File: config.mk
export PLATFORM = sky130hd
export DESIGN_NAME = fsp_flash_ctrl
export DESIGN_NICKNAME = d
export VERILOG_FILES = /design/src/common/fsp_pkg.sv /design/src/verilog/fsp_op_timer.sv /design/src/verilog/fsp_flash_ctrl.sv
export SDC_FILE = /design/constraint.sdc
export NUM_CORES = 1
export LEC_CHECK = 0
export BUFFER_PORTS_ARGS = -buffer_cell sky130_fd_sc_hd__buf_2
export CORE_MARGIN = 2
export CORE_UTILIZATION = 48
export CTS_CLUSTER_DIAMETER = 60
export DETAILED_ROUTE_END_ITERATION = 10
export PLACE_DENSITY = 0.68
export SLEW_MARGIN = 20
export SYNTH_ARGS = -nofsm -noshare
export SYNTH_HDL_FRONTEND = slang
export SYNTH_SLANG_ARGS = --single-unit
File: constraint.sdc
create_clock -name pclk -period 3.5 [get_ports pclk]
set_input_delay 0.35 -clock pclk [delete_from_list [all_inputs] [get_ports pclk]]
set_output_delay 0.35 -clock pclk [all_outputs]
set_load 0.005 [all_outputs]
File: src/common/fsp_pkg.sv
// Constants and carrier types for the flash self-programming controller.
// Assumes one 200 MHz clock shared by the bus, the flash array and the EEPROM.
// Notes on behaviour
// - Code 01 loads data pair into buffer
// - CPU stalled during whole erase or write
// - Buffer cleared after write, clear, reset
// - EEPROM write during loading discards buffer
// - Fuse read armed: load returns fuse/lock
// - Write bit self-clears on done or timeout
// - Erase bit self-clears on done or timeout
// - Store enable arms four cycles, then clears
// - Store enable stays set while busy
// - Plain load picks byte by pointer least bit
// - Only listed command codes take effect
// - Clear bit empties the page buffer
// - Upper three control bits read zero
// - EEPROM busy blocks commands and fuse reads
// - Erase uses only the page field
// - Buffer load ignores pointer bit zero
// - Erase or write lasts 3.7 to 4.5 ms
// - Pointer 0 low fuse, 1 lock, 3 high
// - Programmed bits read zero, unprogrammed one
package fsp_pkg;
  localparam logic [7:0] ADDR_CSR    = 8'h00;
  localparam logic [7:0] ADDR_PTR    = 8'h04;
  localparam logic [7:0] ADDR_DATA   = 8'h08;
  localparam logic [7:0] ADDR_INSTR  = 8'h0C;
  localparam logic [7:0] ADDR_LOAD   = 8'h10;
  localparam logic [7:0] ADDR_STATUS = 8'h14;

  localparam int INSTR_STORE_BIT = 0;
  localparam int INSTR_LOAD_BIT  = 1;
  localparam int STAT_BUSY_BIT   = 0;
  localparam int STAT_EE_BIT     = 1;
  localparam int STAT_ARMED_BIT  = 2;

  localparam logic [4:0] CMD_LOAD  = 5'h01;
  localparam logic [4:0] CMD_ERASE = 5'h03;
  localparam logic [4:0] CMD_WRITE = 5'h05;
  localparam logic [4:0] CMD_FUSE  = 5'h09;
  localparam logic [4:0] CMD_CLEAR = 5'h11;
  localparam logic [4:0] CSR_IDLE  = 5'h00;
  localparam logic [2:0] CSR_RSVD  = 3'h0;

  localparam logic [2:0] STORE_WIN = 3'h4;
  localparam logic [2:0] LOAD_WIN  = 3'h3;

  localparam int WORD_LSB  = 1;
  localparam int WORD_W    = 5;
  localparam int PAGE_LSB  = 6;
  localparam int PAGE_W    = 7;
  localparam int BUF_WORDS = 32;
  localparam logic [15:0] ERASED_WORD = 16'hFFFF;

  localparam logic [15:0] PTR_FUSE_LOW  = 16'h0000;
  localparam logic [15:0] PTR_LOCK      = 16'h0001;
  localparam logic [15:0] PTR_FUSE_HIGH = 16'h0003;

  localparam int CLK_PERIOD_NS = 5;
  localparam int OP_MIN_NS     = 3_700_000;
  localparam int OP_MAX_NS     = 4_500_000;
  localparam int OP_MIN_CYC    = (OP_MIN_NS + CLK_PERIOD_NS - 1) / CLK_PERIOD_NS;
  localparam int OP_MAX_CYC    = OP_MAX_NS / CLK_PERIOD_NS;
  localparam int OP_CNT_W      = 20;

  typedef enum logic [1:0] {FSP_IDLE, FSP_ARMED, FSP_OP_BUSY} fsp_state_t;

  typedef struct packed {
    logic        psel;
    logic        penable;
    logic        pwrite;
    logic [7:0]  paddr;
    logic [31:0] pwdata;
  } fsp_apb_req_t;

  typedef struct packed {
    logic        pready;
    logic        pslverr;
    logic [31:0] prdata;
  } fsp_apb_rsp_t;

  typedef struct packed {
    logic              erase;
    logic              write;
    logic [PAGE_W-1:0] page;
  } fsp_flash_cmd_t;

  typedef struct packed {
    logic [7:0] fuse_low;
    logic [7:0] fuse_high;
    logic [7:0] lock_bits;
  } fsp_fuse_t;
endpackage : fsp_pkg

File: src/verilog/fsp_op_timer.sv
// Self-timed flash operation counter: busy for a fixed number of cycles.
// Assumes start is a one-cycle pulse that never comes while busy.
`timescale 1ns/1ps
`default_nettype none
module fsp_op_timer #(
  parameter int unsigned CYCLES = fsp_pkg::OP_MIN_CYC
) (
  input  wire logic pclk,
  input  wire logic presetn,
  input  wire logic start,
  output logic      busy,
  output logic      done
);
  import fsp_pkg::*;

  localparam logic [OP_CNT_W-1:0] LOAD_VAL = CYCLES[OP_CNT_W-1:0];
  localparam logic [OP_CNT_W-1:0] CNT_ONE  = 20'h0_0001;

  logic [OP_CNT_W-1:0] cnt_ff;
  logic [OP_CNT_W-1:0] nxt_cnt;
  logic [OP_CNT_W-1:0] len_ff;

  assign nxt_cnt = start ? LOAD_VAL : (cnt_ff != '0) ? cnt_ff - CNT_ONE : cnt_ff;
  assign busy    = (cnt_ff != '0);
  assign done    = (cnt_ff == CNT_ONE);

  always_ff @(posedge pclk or negedge presetn) begin
    if (!presetn) begin
      cnt_ff <= '0;
    end else begin
      cnt_ff <= nxt_cnt;
    end
  end

  // Helper that counts busy cycles so the length can be checked.
  always_ff @(posedge pclk or negedge presetn) begin
    if (!presetn) begin
      len_ff <= '0;
    end else begin
      len_ff <= start ? CNT_ONE : busy ? len_ff + CNT_ONE : len_ff;
    end
  end

  op_length_a: assert property (@(posedge pclk) disable iff (!presetn)
    done |-> (len_ff == LOAD_VAL))
    else $error("flash operation length differs from the set count");
  start_busy_a: assert property (@(posedge pclk) disable iff (!presetn)
    start |=> busy)
    else $error("timer not busy after start");
  done_ends_a: assert property (@(posedge pclk) disable iff (!presetn)
    done |=> !busy)
    else $error("timer still busy after done");
endmodule : fsp_op_timer
`default_nettype wire

File: src/verilog/fsp_flash_ctrl.sv
// Flash self-programming controller: APB registers, command arming,
// temporary page buffer, fuse/lock read-back and self-timed erase/write.
// Assumes the flash array, fuse store and EEPROM controller share pclk.
`timescale 1ns/1ps
`default_nettype none
module fsp_flash_ctrl #(
  parameter int unsigned OP_CYCLES = fsp_pkg::OP_MIN_CYC
) (
  input  wire logic                     pclk,
  input  wire logic                     presetn,
  input  wire fsp_pkg::fsp_apb_req_t    apb_req,
  output fsp_pkg::fsp_apb_rsp_t         apb_rsp,
  input  wire logic                     eeprom_write_busy,
  input  wire fsp_pkg::fsp_fuse_t       fuse_in,
  input  wire logic [15:0]              flash_word,
  output logic [14:0]                   flash_word_addr,
  output fsp_pkg::fsp_flash_cmd_t       flash_cmd,
  input  wire logic [fsp_pkg::WORD_W-1:0] flash_buf_idx,
  output logic [15:0]                   flash_buf_word,
  output logic                          flash_busy,
  output logic                          cpu_halt
);
  import fsp_pkg::*;

  fsp_state_t          state_ff;
  fsp_state_t          nxt_state;
  logic [4:0]          csr_ff;
  logic [4:0]          nxt_csr;
  logic [2:0]          win_ff;
  logic [2:0]          nxt_win;
  logic [15:0]         ptr_ff;
  logic [15:0]         data_ff;
  logic [7:0]          load_ff;
  logic [7:0]          nxt_load;
  logic [31:0]         prdata_ff;
  logic                slverr_ff;
  logic                ee_prev_ff;
  fsp_flash_cmd_t      cmd_ff;
  logic [15:0]         buf_word_ff;
  logic [BUF_WORDS-1:0] valid_ff;
  logic [15:0]         mem [BUF_WORDS];

  logic                op_busy;
  logic                op_done;
  logic                op_start;

  // Bus phase decode.
  wire        setup    = apb_req.psel & ~apb_req.penable;
  wire        access   = apb_req.psel & apb_req.penable & apb_rsp.pready;
  wire [7:0]  addr     = apb_req.paddr;
  wire        hit_csr  = (addr == ADDR_CSR);
  wire        hit_ptr  = (addr == ADDR_PTR);
  wire        hit_data = (addr == ADDR_DATA);
  wire        hit_ins  = (addr == ADDR_INSTR);
  wire        hit_load = (addr == ADDR_LOAD);
  wire        hit_stat = (addr == ADDR_STATUS);
  wire        mapped   = hit_csr | hit_ptr | hit_data | hit_ins | hit_load | hit_stat;
  wire        wr       = access & apb_req.pwrite;
  wire        wr_csr   = wr & hit_csr;
  wire        wr_ins   = wr & hit_ins;
  wire [4:0]  cmd      = apb_req.pwdata[4:0];

  wire cmd_known = (cmd == CMD_LOAD) | (cmd == CMD_ERASE) | (cmd == CMD_WRITE)
                 | (cmd == CMD_FUSE) | (cmd == CMD_CLEAR);
  wire arm     = wr_csr & cmd_known & ~eeprom_write_busy & (state_ff != FSP_OP_BUSY);
  wire armed   = (state_ff == FSP_ARMED) & (win_ff != 3'h0);
  wire store   = wr_ins & apb_req.pwdata[INSTR_STORE_BIT] & armed & ~eeprom_write_busy;
  wire loadi   = wr_ins & apb_req.pwdata[INSTR_LOAD_BIT];
  wire fuse_ok = armed & (csr_ff == CMD_FUSE) & (win_ff > (STORE_WIN - LOAD_WIN))
               & ~eeprom_write_busy;
  wire expire  = (state_ff == FSP_ARMED) & (win_ff == 3'h1) & ~store & ~(loadi & fuse_ok);

  wire [WORD_W-1:0] word_idx = ptr_ff[WORD_LSB +: WORD_W];
  wire [PAGE_W-1:0] page_idx = ptr_ff[PAGE_LSB +: PAGE_W];
  wire do_load   = store & (csr_ff == CMD_LOAD);
  wire do_erase  = store & (csr_ff == CMD_ERASE);
  wire do_write  = store & (csr_ff == CMD_WRITE);
  assign op_start = do_erase | do_write;

  wire write_done = op_done & (csr_ff == CMD_WRITE);
  wire clr_cmd    = arm & (cmd == CMD_CLEAR);
  wire ee_rise    = eeprom_write_busy & ~ee_prev_ff & (valid_ff != '0);
  wire buf_clear  = write_done | clr_cmd | ee_rise;

  wire [7:0] fuse_byte = (ptr_ff == PTR_LOCK)      ? fuse_in.lock_bits :
                         (ptr_ff == PTR_FUSE_HIGH) ? fuse_in.fuse_high :
                         (ptr_ff == PTR_FUSE_LOW)  ? fuse_in.fuse_low  :
                         ptr_ff[0] ? fuse_in.lock_bits : fuse_in.fuse_low;
  wire [7:0] flash_byte = ptr_ff[0] ? flash_word[15:8] : flash_word[7:0];

  wire [7:0]  csr_rd  = {CSR_RSVD, csr_ff};
  wire [31:0] stat_rd = {29'h0, (state_ff == FSP_ARMED), eeprom_write_busy, op_busy};
  wire [31:0] rd_mux  = hit_csr  ? {24'h0, csr_rd} :
                        hit_ptr  ? {16'h0, ptr_ff} :
                        hit_data ? {16'h0, data_ff} :
                        hit_load ? {24'h0, load_ff} :
                        hit_stat ? stat_rd : 32'h0;

  fsp_op_timer #(
    .CYCLES (OP_CYCLES)
  ) u_timer (
    .pclk    (pclk),
    .presetn (presetn),
    .start   (op_start),
    .busy    (op_busy),
    .done    (op_done)
  );

  // Sequencer next state.
  always_comb begin
    nxt_state = state_ff;
    nxt_csr   = csr_ff;
    nxt_win   = win_ff;
    case (state_ff)
      FSP_IDLE: begin
        if (arm) begin
          nxt_state = FSP_ARMED;
          nxt_csr   = cmd;
          nxt_win   = STORE_WIN;
        end
      end
      FSP_ARMED: begin
        nxt_win = win_ff - 3'h1;
        if (op_start) begin
          nxt_state = FSP_OP_BUSY;
        end else if (store | (loadi & fuse_ok)) begin
          nxt_state = FSP_IDLE;
          nxt_csr   = CSR_IDLE;
          nxt_win   = 3'h0;
        end else if (arm) begin
          nxt_csr = cmd;
          nxt_win = STORE_WIN;
        end else if (expire) begin
          nxt_state = FSP_IDLE;
          nxt_csr   = CSR_IDLE;
        end
      end
      FSP_OP_BUSY: begin
        nxt_win = 3'h0;
        if (op_done) begin
          nxt_state = FSP_IDLE;
          nxt_csr   = CSR_IDLE;
        end
      end
      default: begin
        nxt_state = FSP_IDLE;
        nxt_csr   = CSR_IDLE;
        nxt_win   = 3'h0;
      end
    endcase
  end

  always_comb begin
    nxt_load = load_ff;
    if (loadi && fuse_ok) begin
      nxt_load = fuse_byte;
    end else if (loadi) begin
      nxt_load = flash_byte;
    end
  end

  always_ff @(posedge pclk or negedge presetn) begin
    if (!presetn) begin
      state_ff <= FSP_IDLE;
      csr_ff   <= CSR_IDLE;
      win_ff   <= 3'h0;
    end else begin
      state_ff <= nxt_state;
      csr_ff   <= nxt_csr;
      win_ff   <= nxt_win;
    end
  end

  always_ff @(posedge pclk or negedge presetn) begin
    if (!presetn) begin
      ptr_ff  <= 16'h0000;
      data_ff <= 16'h0000;
      load_ff <= 8'h00;
    end else begin
      ptr_ff  <= (wr & hit_ptr) ? apb_req.pwdata[15:0] : ptr_ff;
      data_ff <= (wr & hit_data) ? apb_req.pwdata[15:0] : data_ff;
      load_ff <= nxt_load;
    end
  end

  // Read data is captured in the setup cycle so it leaves a flip-flop.
  always_ff @(posedge pclk or negedge presetn) begin
    if (!presetn) begin
      prdata_ff <= 32'h0000_0000;
      slverr_ff <= 1'b0;
    end else if (setup) begin
      prdata_ff <= apb_req.pwrite ? 32'h0000_0000 : rd_mux;
      slverr_ff <= ~mapped;
    end
  end

  assign apb_rsp.pready  = ~op_busy;
  assign apb_rsp.prdata  = prdata_ff;
  assign apb_rsp.pslverr = slverr_ff;
  assign cpu_halt        = op_busy;
  assign flash_busy      = op_busy;

  always_ff @(posedge pclk or negedge presetn) begin
    if (!presetn) begin
      cmd_ff     <= '0;
      ee_prev_ff <= 1'b0;
    end else begin
      cmd_ff.erase <= do_erase;
      cmd_ff.write <= do_write;
      cmd_ff.page  <= op_start ? page_idx : cmd_ff.page;
      ee_prev_ff   <= eeprom_write_busy;
    end
  end

  assign flash_cmd       = cmd_ff;
  assign flash_word_addr = ptr_ff[15:1];

  always_ff @(posedge pclk) begin
    if (do_load) begin
      mem[word_idx] <= data_ff;
    end
  end

  genvar gi;
  generate
    for (gi = 0; gi < BUF_WORDS; gi++) begin : g_valid
      always_ff @(posedge pclk or negedge presetn) begin
        if (!presetn) begin
          valid_ff[gi] <= 1'b0;
        end else if (buf_clear) begin
          valid_ff[gi] <= 1'b0;
        end else if (do_load && (word_idx == gi)) begin
          valid_ff[gi] <= 1'b1;
        end
      end
    end
  endgenerate

  // A cleared slot reads as erased flash so an unloaded word programs nothing.
  always_ff @(posedge pclk or negedge presetn) begin
    if (!presetn) begin
      buf_word_ff <= ERASED_WORD;
    end else begin
      buf_word_ff <= valid_ff[flash_buf_idx] ? mem[flash_buf_idx] : ERASED_WORD;
    end
  end

  assign flash_buf_word = buf_word_ff;

  // Checks beside the logic.
  halt_busy_a: assert property (@(posedge pclk) disable iff (!presetn)
    op_start |=> (cpu_halt && !apb_rsp.pready))
    else $error("cpu not halted after flash start");
  enable_held_a: assert property (@(posedge pclk) disable iff (!presetn)
    op_busy |-> csr_ff[0])
    else $error("store enable dropped while busy");
  bits_clear_a: assert property (@(posedge pclk) disable iff (!presetn)
    op_done |=> (csr_ff == CSR_IDLE))
    else $error("command bits not cleared after operation");
  arm_expire_a: assert property (@(posedge pclk) disable iff (!presetn)
    (arm && state_ff == FSP_IDLE) ##1 (!wr_ins && !arm) [*4] |=> (csr_ff == CSR_IDLE))
    else $error("armed command did not expire after four cycles");
  bad_code_a: assert property (@(posedge pclk) disable iff (!presetn)
    (wr_csr && !cmd_known && state_ff == FSP_IDLE) |=> (csr_ff == CSR_IDLE))
    else $error("unknown command code took effect");
  ee_block_a: assert property (@(posedge pclk) disable iff (!presetn)
    (wr_csr && eeprom_write_busy && state_ff == FSP_IDLE) |=> (state_ff == FSP_IDLE))
    else $error("command accepted while EEPROM busy");
  buf_wipe_a: assert property (@(posedge pclk) disable iff (!presetn)
    buf_clear |=> (valid_ff == '0))
    else $error("page buffer not cleared");
  rsvd_zero_a: assert property (@(posedge pclk) disable iff (!presetn)
    (setup && !apb_req.pwrite && hit_csr) |=> (prdata_ff[7:5] == CSR_RSVD))
    else $error("reserved control bits read non-zero");
  fuse_read_a: assert property (@(posedge pclk) disable iff (!presetn)
    (loadi && fuse_ok && ptr_ff == PTR_LOCK) |=> (load_ff == $past(fuse_in.lock_bits)))
    else $error("lock byte not returned by armed load");
endmodule : fsp_flash_ctrl
`default_nettype wire

==> run_results.csv, run 1 <==
group,metric,value,unit
logic_synthesis,ys_warn_count,0,
run,cap_violations,0,
routing,ant_nets,0,
sta,slew_violations,0,
clock_tree,root_buffer,"clkbuf_16",
clock_tree,clkTransAtPathRegs,60,ps
routing,firstDrtPassIters,4,
setup_path,timing_worst_setup_path_type,"reg2reg",
layout,final_common_cell,"edfxtp_1",
clock_tree,clk_latency,590,ps
global_route,grt_usage,22.0,%
logic_synthesis,synth-edff-count,512,
global_route,grt_pass1_wl,92500,um
logic_synthesis,async_flop_share,22.1,%
setup_path,cp-start-kind,"register",
layout,finalNonFillerCells,2423,
layout,fin_nets,1722,
sta,max_slew_margin,36.3,%
die,rows,86,
clock_tree,htreeDepth,3,
routing,dr.max_layer_used,"met5",
status,status,"finished, final reports clean",
die,dieArea,57700,um^2
setup_path,rrSetupSlack,440,ps
sta,clock_skew,17.9,ps
routing,drtIter0Drc,1459,
clock_tree,post_cts_buffers,0,
logic_synthesis,ys.flop_type,"edfxtp_1",
die,dieHeight,240,um
logic_synthesis,yosys.area_share.adder,0.280,%
global_route,grt-ovfl-total,0,
clock_tree,numCtsBuffers,68,
sta,tightest_slew,953,ps
placement,port_buffers,134,
clock_tree,cts.repair.resized,0,
layout,final_cell_mix,"512 x edfxtp_1, 170 x mux4_2, 131 x buf_2, 125 x dfrtp_1, 69 x clkbuf_16",
global_route,grt_max_degree,81,
logic_synthesis,synth_cells,1414,
routing,wl_met2,29600,um
global_route,grt_pass1_vias,14400,
layout,drive_gt1_share,34.6,%
placement,dp.cells,2291,
setup_path,required,3790,ps
sta,fin_crit,3060,ps
clock_tree,hold_buffers,12,
sta,rsz0062_at_grt,"no",
global_route,antenna_found_initial,2,
routing,route.detailed.wl_per_inst,25.4,um
logic_synthesis,avgSynthCellArea,18.9,um^2
sta,tns,0,ps
logic_synthesis,synth_compound_gate_area_share,3.99,%
logic_synthesis,synth_top_family_by_area,"multiplexers",
setup_path,worstPathArrival,3350,ps
logic_synthesis,ys_seq_area_share,71.0,%
logic_synthesis,synth_mux_area_share,16.7,%
layout,postLayoutCoreUtil,56.7,%
power_and_ir_drop,pwr_density_cell,503,nW/um^2
clock_tree,clock_path_buffers,3,
routing,met1_length,26700,um
clock_tree,clock_sinks,657,
sta,post-route-period-util,87.5,%
setup_path,end_kind,"register",
die,design.core.area,55100,um^2
logic_synthesis,synth_xor_area_share,0.621,%
placement,place_congestion,0.895,
sta,max_freq,327,MHz
placement,post_dp_cell_area,28900,um^2
routing,post-route-drc-count,0,
layout,design_area,31200,um^2
routing,dr_wl_met3,3920,um
power_and_ir_drop,ir_drop,0.373,mV
die,die_w,240,um
routing,drt-total-wl,61600,um
min_path,hold_class,"in2reg",
die,ios,167,
sta,whs,39.6,ps
logic_synthesis,synth.distinct_cells,67,
layout,syn2layout_area_growth,16.6,%
logic_synthesis,synthesis.area,26800,um^2
sta,finalSetupViolCount,0,
routing,via_count,14200,
clock_tree,cts_tree,"done",
power_and_ir_drop,leakagePower,12.5,nW
placement,dpl.hpwl,39000,um
die,initial_core_util,48.6,%
layout,diodes,0,
sta,finalHoldViolations,0,
logic_synthesis,synthSimpleGateAreaFrac,5.20,%
routing,viasPerCell,5.87,
logic_synthesis,ys_seq_elements,657,
setup_path,crit_path_max_fanout,16,
## cells by family (layout without fill, tap and decap cells)
logic type	Yosys count	after routing
AOI/OAI and AO/OA	150	150
adders and majority gates	6	6
and+or+nand+nor	236	236
DFF	657	657
xor gates and xnor gates	19	19
buffers and inverters	115	361
muxes	230	230
other	1	16
## power breakdown
| part | switching (W) | internal, W |
|---|---|---|
| logic | 0.000217 | 0.000160 |
| clock network | 0.00294 | 0.00408 |
| registers | 0.00000541 | 0.00832 |
| total | 0.00316 | 0.0126 |
## worst paths after layout
check,from,to,cells past startpoint
worst max-delay path,u_timer.cnt_ff[0]$_DFFE_PN0P_,mem[13][11]$_DFFE_PP_,10
worst min-delay path,apb_req[15],ptr_ff[15]$_DFFE_PN0P_,2
worst max register to register,u_timer.cnt_ff[0]$_DFFE_PN0P_,mem[13][11]$_DFFE_PP_,10
worst min register to register,prdata_ff[13]$_DFFE_PN0P_,prdata_ff[13]$_DFFE_PN0P_,2
max in group asynchronous,presetn,data_ff[10]$_DFFE_PN0P_,3
min in group asynchronous,presetn,ptr_ff[4]$_DFFE_PN0P_,2
## state kept, by name, summed over array words and instances, names as in the netlist
name,cells
mem,512
valid_ff,32
u_timer.cnt_ff,20
data_ff,16
flash_buf_word,16
prdata_ff,16
ptr_ff,16
flash_cmd,9
load_ff,8
csr_ff,5
win_ff,3
state_ff,2
ee_prev_ff,1
slverr_ff,1
## cells in the mapped netlist, types with 3 or more instances
master / instances / area [um^2]
o21ai_0: 28 / 140
xnor2_1: 10 / 87.6
buf_4: 33 / 248
clkbuf_1: 43 / 161
nor4b_1: 7 / 61.3
nor4_1: 16 / 100
a21o_1: 11 / 82.6
a211oi_1: 18 / 135
a22oi_1: 13 / 97.6
inv_1: 18 / 67.6
ha_1: 6 / 75.1
dfrtp_1: 129 / 3230
nor3_1: 23 / 115
nand2_1: 59 / 221
buf_1: 10 / 37.5
mux4_2: 170 / 3830
or2_2: 4 / 25.0
nor3_2: 16 / 160
mux2i_1: 21 / 210
buf_2: 11 / 55.1
xor2_1: 9 / 78.8
nor2_1: 33 / 124
edfxtp_1: 512 / 15400
nand2b_1: 12 / 75.1
o21a_1: 32 / 240
a21oi_1: 12 / 60.1
o22a_1: 8 / 70.1
or4_1: 7 / 52.6
nand4_1: 10 / 62.6
and2_1: 5 / 31.3
a22o_1: 3 / 26.3
o41ai_1: 5 / 43.8
nor2b_1: 13 / 81.3
nor3b_1: 4 / 30.0
mux2_2: 33 / 372
nand3_1: 9 / 45.0
dfstp_2: 16 / 420
mux2_1: 6 / 67.6
## critical path, cell delays in order, from the launching register on
cell and delay [ps]:
dfrtp_1 400, inv_1 130, ha_1 200, nand2b_1 120, or4_1 560, nor4_4 220
buf_4 210, nand2_2 70, or3_1 470, nor2_2 180, buf_12 190
## metrics by stage
step	setup slack, ps	power [W]
2_1_floorplan	-113	0.00871
3_3_place_gp	470	0.00886
3_5_place_dp	429	0.00886
4_1_cts	422	0.0159
5_1_grt	255	0.0162
6_report	438	0.0157
## layout make-up
class	count	area [um^2]
Fill cell	4240	23900
Sequential cell	657	19000
Multi-Input combinational cell	657	7340
Clock buffer	87	1820
Timing Repair Buffer	223	1700
Tap cell	748	936
Clock inverter	33	335
Inverter	18	67.6
## routing by layer
layer / GRT usage (%) / vias to the layer above
met2: 34.7 / 530
met3: 3.31 / 86
met5: 0 / -
li1: - / 6108
met1: 32.1 / 7502
met4: 6.51 / 4
Power figures use the tool's default switching activity.
==> run 2, diff against run 1 <==
Settings changed: GPL_TIMING_DRIVEN set to 0, SLEW_MARGIN 20 to 0.
==> run 2 against run 1 <==
Net effect:
- sequential power about the same
- critical path depth stayed put
- hold slack worse by 3.2 ps
==> run_results.csv, run 2 (synthesized netlist as in run 1, its figures left out) <==
group,metric,value,unit
status,status,"finished, final reports clean",
layout,seq_area,19000,um^2
routing,via_count,14600,
global_route,grt_usage,23.3,%
global_route,grt_pass1_vias,15000,
layout,drive_gt1_share,33.8,%
routing,route.detailed.wl_per_inst,26.2,um
clock_tree,clock_path_buffers,3,
layout,largest_register_ffs,512,
placement,post_dp_cell_area,29100,um^2
sta,slew_violations,0,
global_route,grt_max_degree,76,
setup_path,critPathLaunch,"u_timer.cnt_ff[0]$_DFFE_PN0P_",
layout,fillers,4177,
sta,tns,0,ps
die,rows,86,
layout,syn2layout_area_growth,18.1,%
die,die_w,240,um
setup_path,end_kind,"register",
layout,top_regs,"mem x512, valid_ff x32, u_timer.cnt_ff x20",
setup_path,crit_path_max_fanout,14,
global_route,antenna_found_initial,3,
clock_tree,clock_sinks,657,
layout,top_register,"mem",
die,design.core.area,55100,um^2
sta,rsz0062_at_grt,"no",
clock_tree,clkTransAtPathRegs,60,ps
die,initial_core_util,48.6,%
global_route,grt_pass1_wl,96500,um
setup_path,cp-start-kind,"register",
setup_path,worstPathArrival,3650,ps
layout,multiInputGateArea,7430,um^2
setup_path,setup.worst_path.end,"mem[13][2]$_DFFE_PP_",
clock_tree,clk_latency,600,ps
sta,finalHoldViolations,0,
setup_path,rrSetupSlack,150,ps
layout,design_area,31600,um^2
min_path,hold_depth,2,
clock_tree,cts_tree,"done",
sta,fin_crit,3350,ps
sta,max_freq,299,MHz
routing,viasPerCell,5.90,
layout,fin_nets,1774,
die,dieHeight,240,um
clock_tree,root_buffer,"clkbuf_16",
global_route,grt-ovfl-total,0,
layout,final_common_cell,"edfxtp_1",
routing,drtIter0Drc,1719,
setup_path,r2r_start,"u_timer.cnt_ff[0]$_DFFE_PN0P_",
die,ios,167,
power_and_ir_drop,leakagePower,12.7,nW
sta,tightest_slew,1390,ps
setup_path,r2r_cells,10,
die,dieArea,57700,um^2
min_path,hold_class,"in2reg",
placement,dp.cells,2336,
routing,drt-total-wl,65000,um
routing,ant_nets,0,
power_and_ir_drop,ir_drop,0.368,mV
layout,finalNonFillerCells,2480,
power_and_ir_drop,pwr_density_cell,505,nW/um^2
routing,post-route-drc-count,0,
setup_path,required,3800,ps
sta,clock_skew,23.6,ps
clock_tree,numCtsBuffers,68,
layout,final_cell_mix,"512 x edfxtp_1, 170 x mux4_2, 138 x buf_2, 124 x dfrtp_1, 68 x clkbuf_16",
placement,dpl.hpwl,43800,um
routing,firstDrtPassIters,5,
placement,port_buffers,128,
placement,place_congestion,0.914,
run,cap_violations,0,
setup_path,reg2reg_to,"mem[13][2]$_DFFE_PP_",
sta,finalSetupViolCount,0,
sta,max_slew_margin,7.16,%
clock_tree,htreeDepth,3,
sta,post-route-period-util,95.6,%
setup_path,timing_worst_setup_path_type,"reg2reg",
[run 2: per-stage QoR]
| step | util [%] | setup WS [ps] | total power, W | hold WS, ps |
|---|---|---|---|---|
| after global routing | 57.4 | 32.6 | 0.0164 | 16.5 |
| final | 57.4 | 154 | 0.0160 | 36.4 |
| after global placement | 51.6 | -1400 | 0.00887 | 465 |
| after detailed placement | 52.9 | -359 | 0.00888 | 412 |
| after CTS | 57.2 | 23.6 | 0.0161 | 12.0 |
| after floorplan | - | -113 | 0.00871 | 54.4 |
[run 2: power breakdown]
part	total (W)	internal [W]	switching [W]
sequential	0.00833	0.00832	0.00000434
clock	0.00726	0.00429	0.00297
combinational	0.000393	0.000160	0.000233
total	0.0160	0.0128	0.00321
[run 2: layer usage]
layer / track usage, % / vias to the layer above / wire length [um]
met2: 36.5 / 694 / 30600
li1: - / 6223 / -
met1: 32.1 / 7605 / 26700
met3: 5.18 / 117 / 5200
met5: 0 / - / 25
met4: 9.24 / 4 / 2500
[run 2: worst min-delay path by stage]
| stage | startpoint | end | slack, ps |
|---|---|---|---|
| floorplan | presetn | csr_ff[0]$_DFFE_PN0P_ | 50 |
| global placement | load_ff[3]$_DFFE_PN0P_ | load_ff[3]$_DFFE_PN0P_ | 460 |
| detailed placement | presetn | flash_cmd[7]$_DFF_PN0_ | 410 |
| CTS | apb_req[13] | ptr_ff[13]$_DFFE_PN0P_ | 10 |
| global route | apb_req[13] | ptr_ff[13]$_DFFE_PN0P_ | 20 |
| finish | apb_req[13] | data_ff[13]$_DFFE_PN0P_ | 40 |
[run 2: area by class of cell]
cell class	count	share of cell area (%)
Timing Repair Buffer	178	4.49
Tap cell	748	2.96
Clock inverter	36	1.28
Clock buffer	87	5.77
Inverter	18	0.214
Multi-Input combinational cell	657	23.5
Sequential cell	657	60.2
Antenna cell	2	0.0158
Buffer	97	1.59
[run 2: repair_timing]
action / CTS / global route
resized for setup: 3 / 7
pin swaps: 3 / 1
cloned: 0 / 0
hold endpoints to repair: 70 / 0
hold buffers: 10 / 0
endpoints found under the setup margin: 176 / 90
buffers inserted: 5 / 4
[run 2: worst max-delay path: stages (launching register included)]
cell	delay, ps
dfrtp_1	400
inv_1	120
ha_1	190
nand2b_1	130
or4_4	530
nor4_4	280
buf_4	220
nand2_2	170
or3_4	470
nor2_2	290
buf_8	220
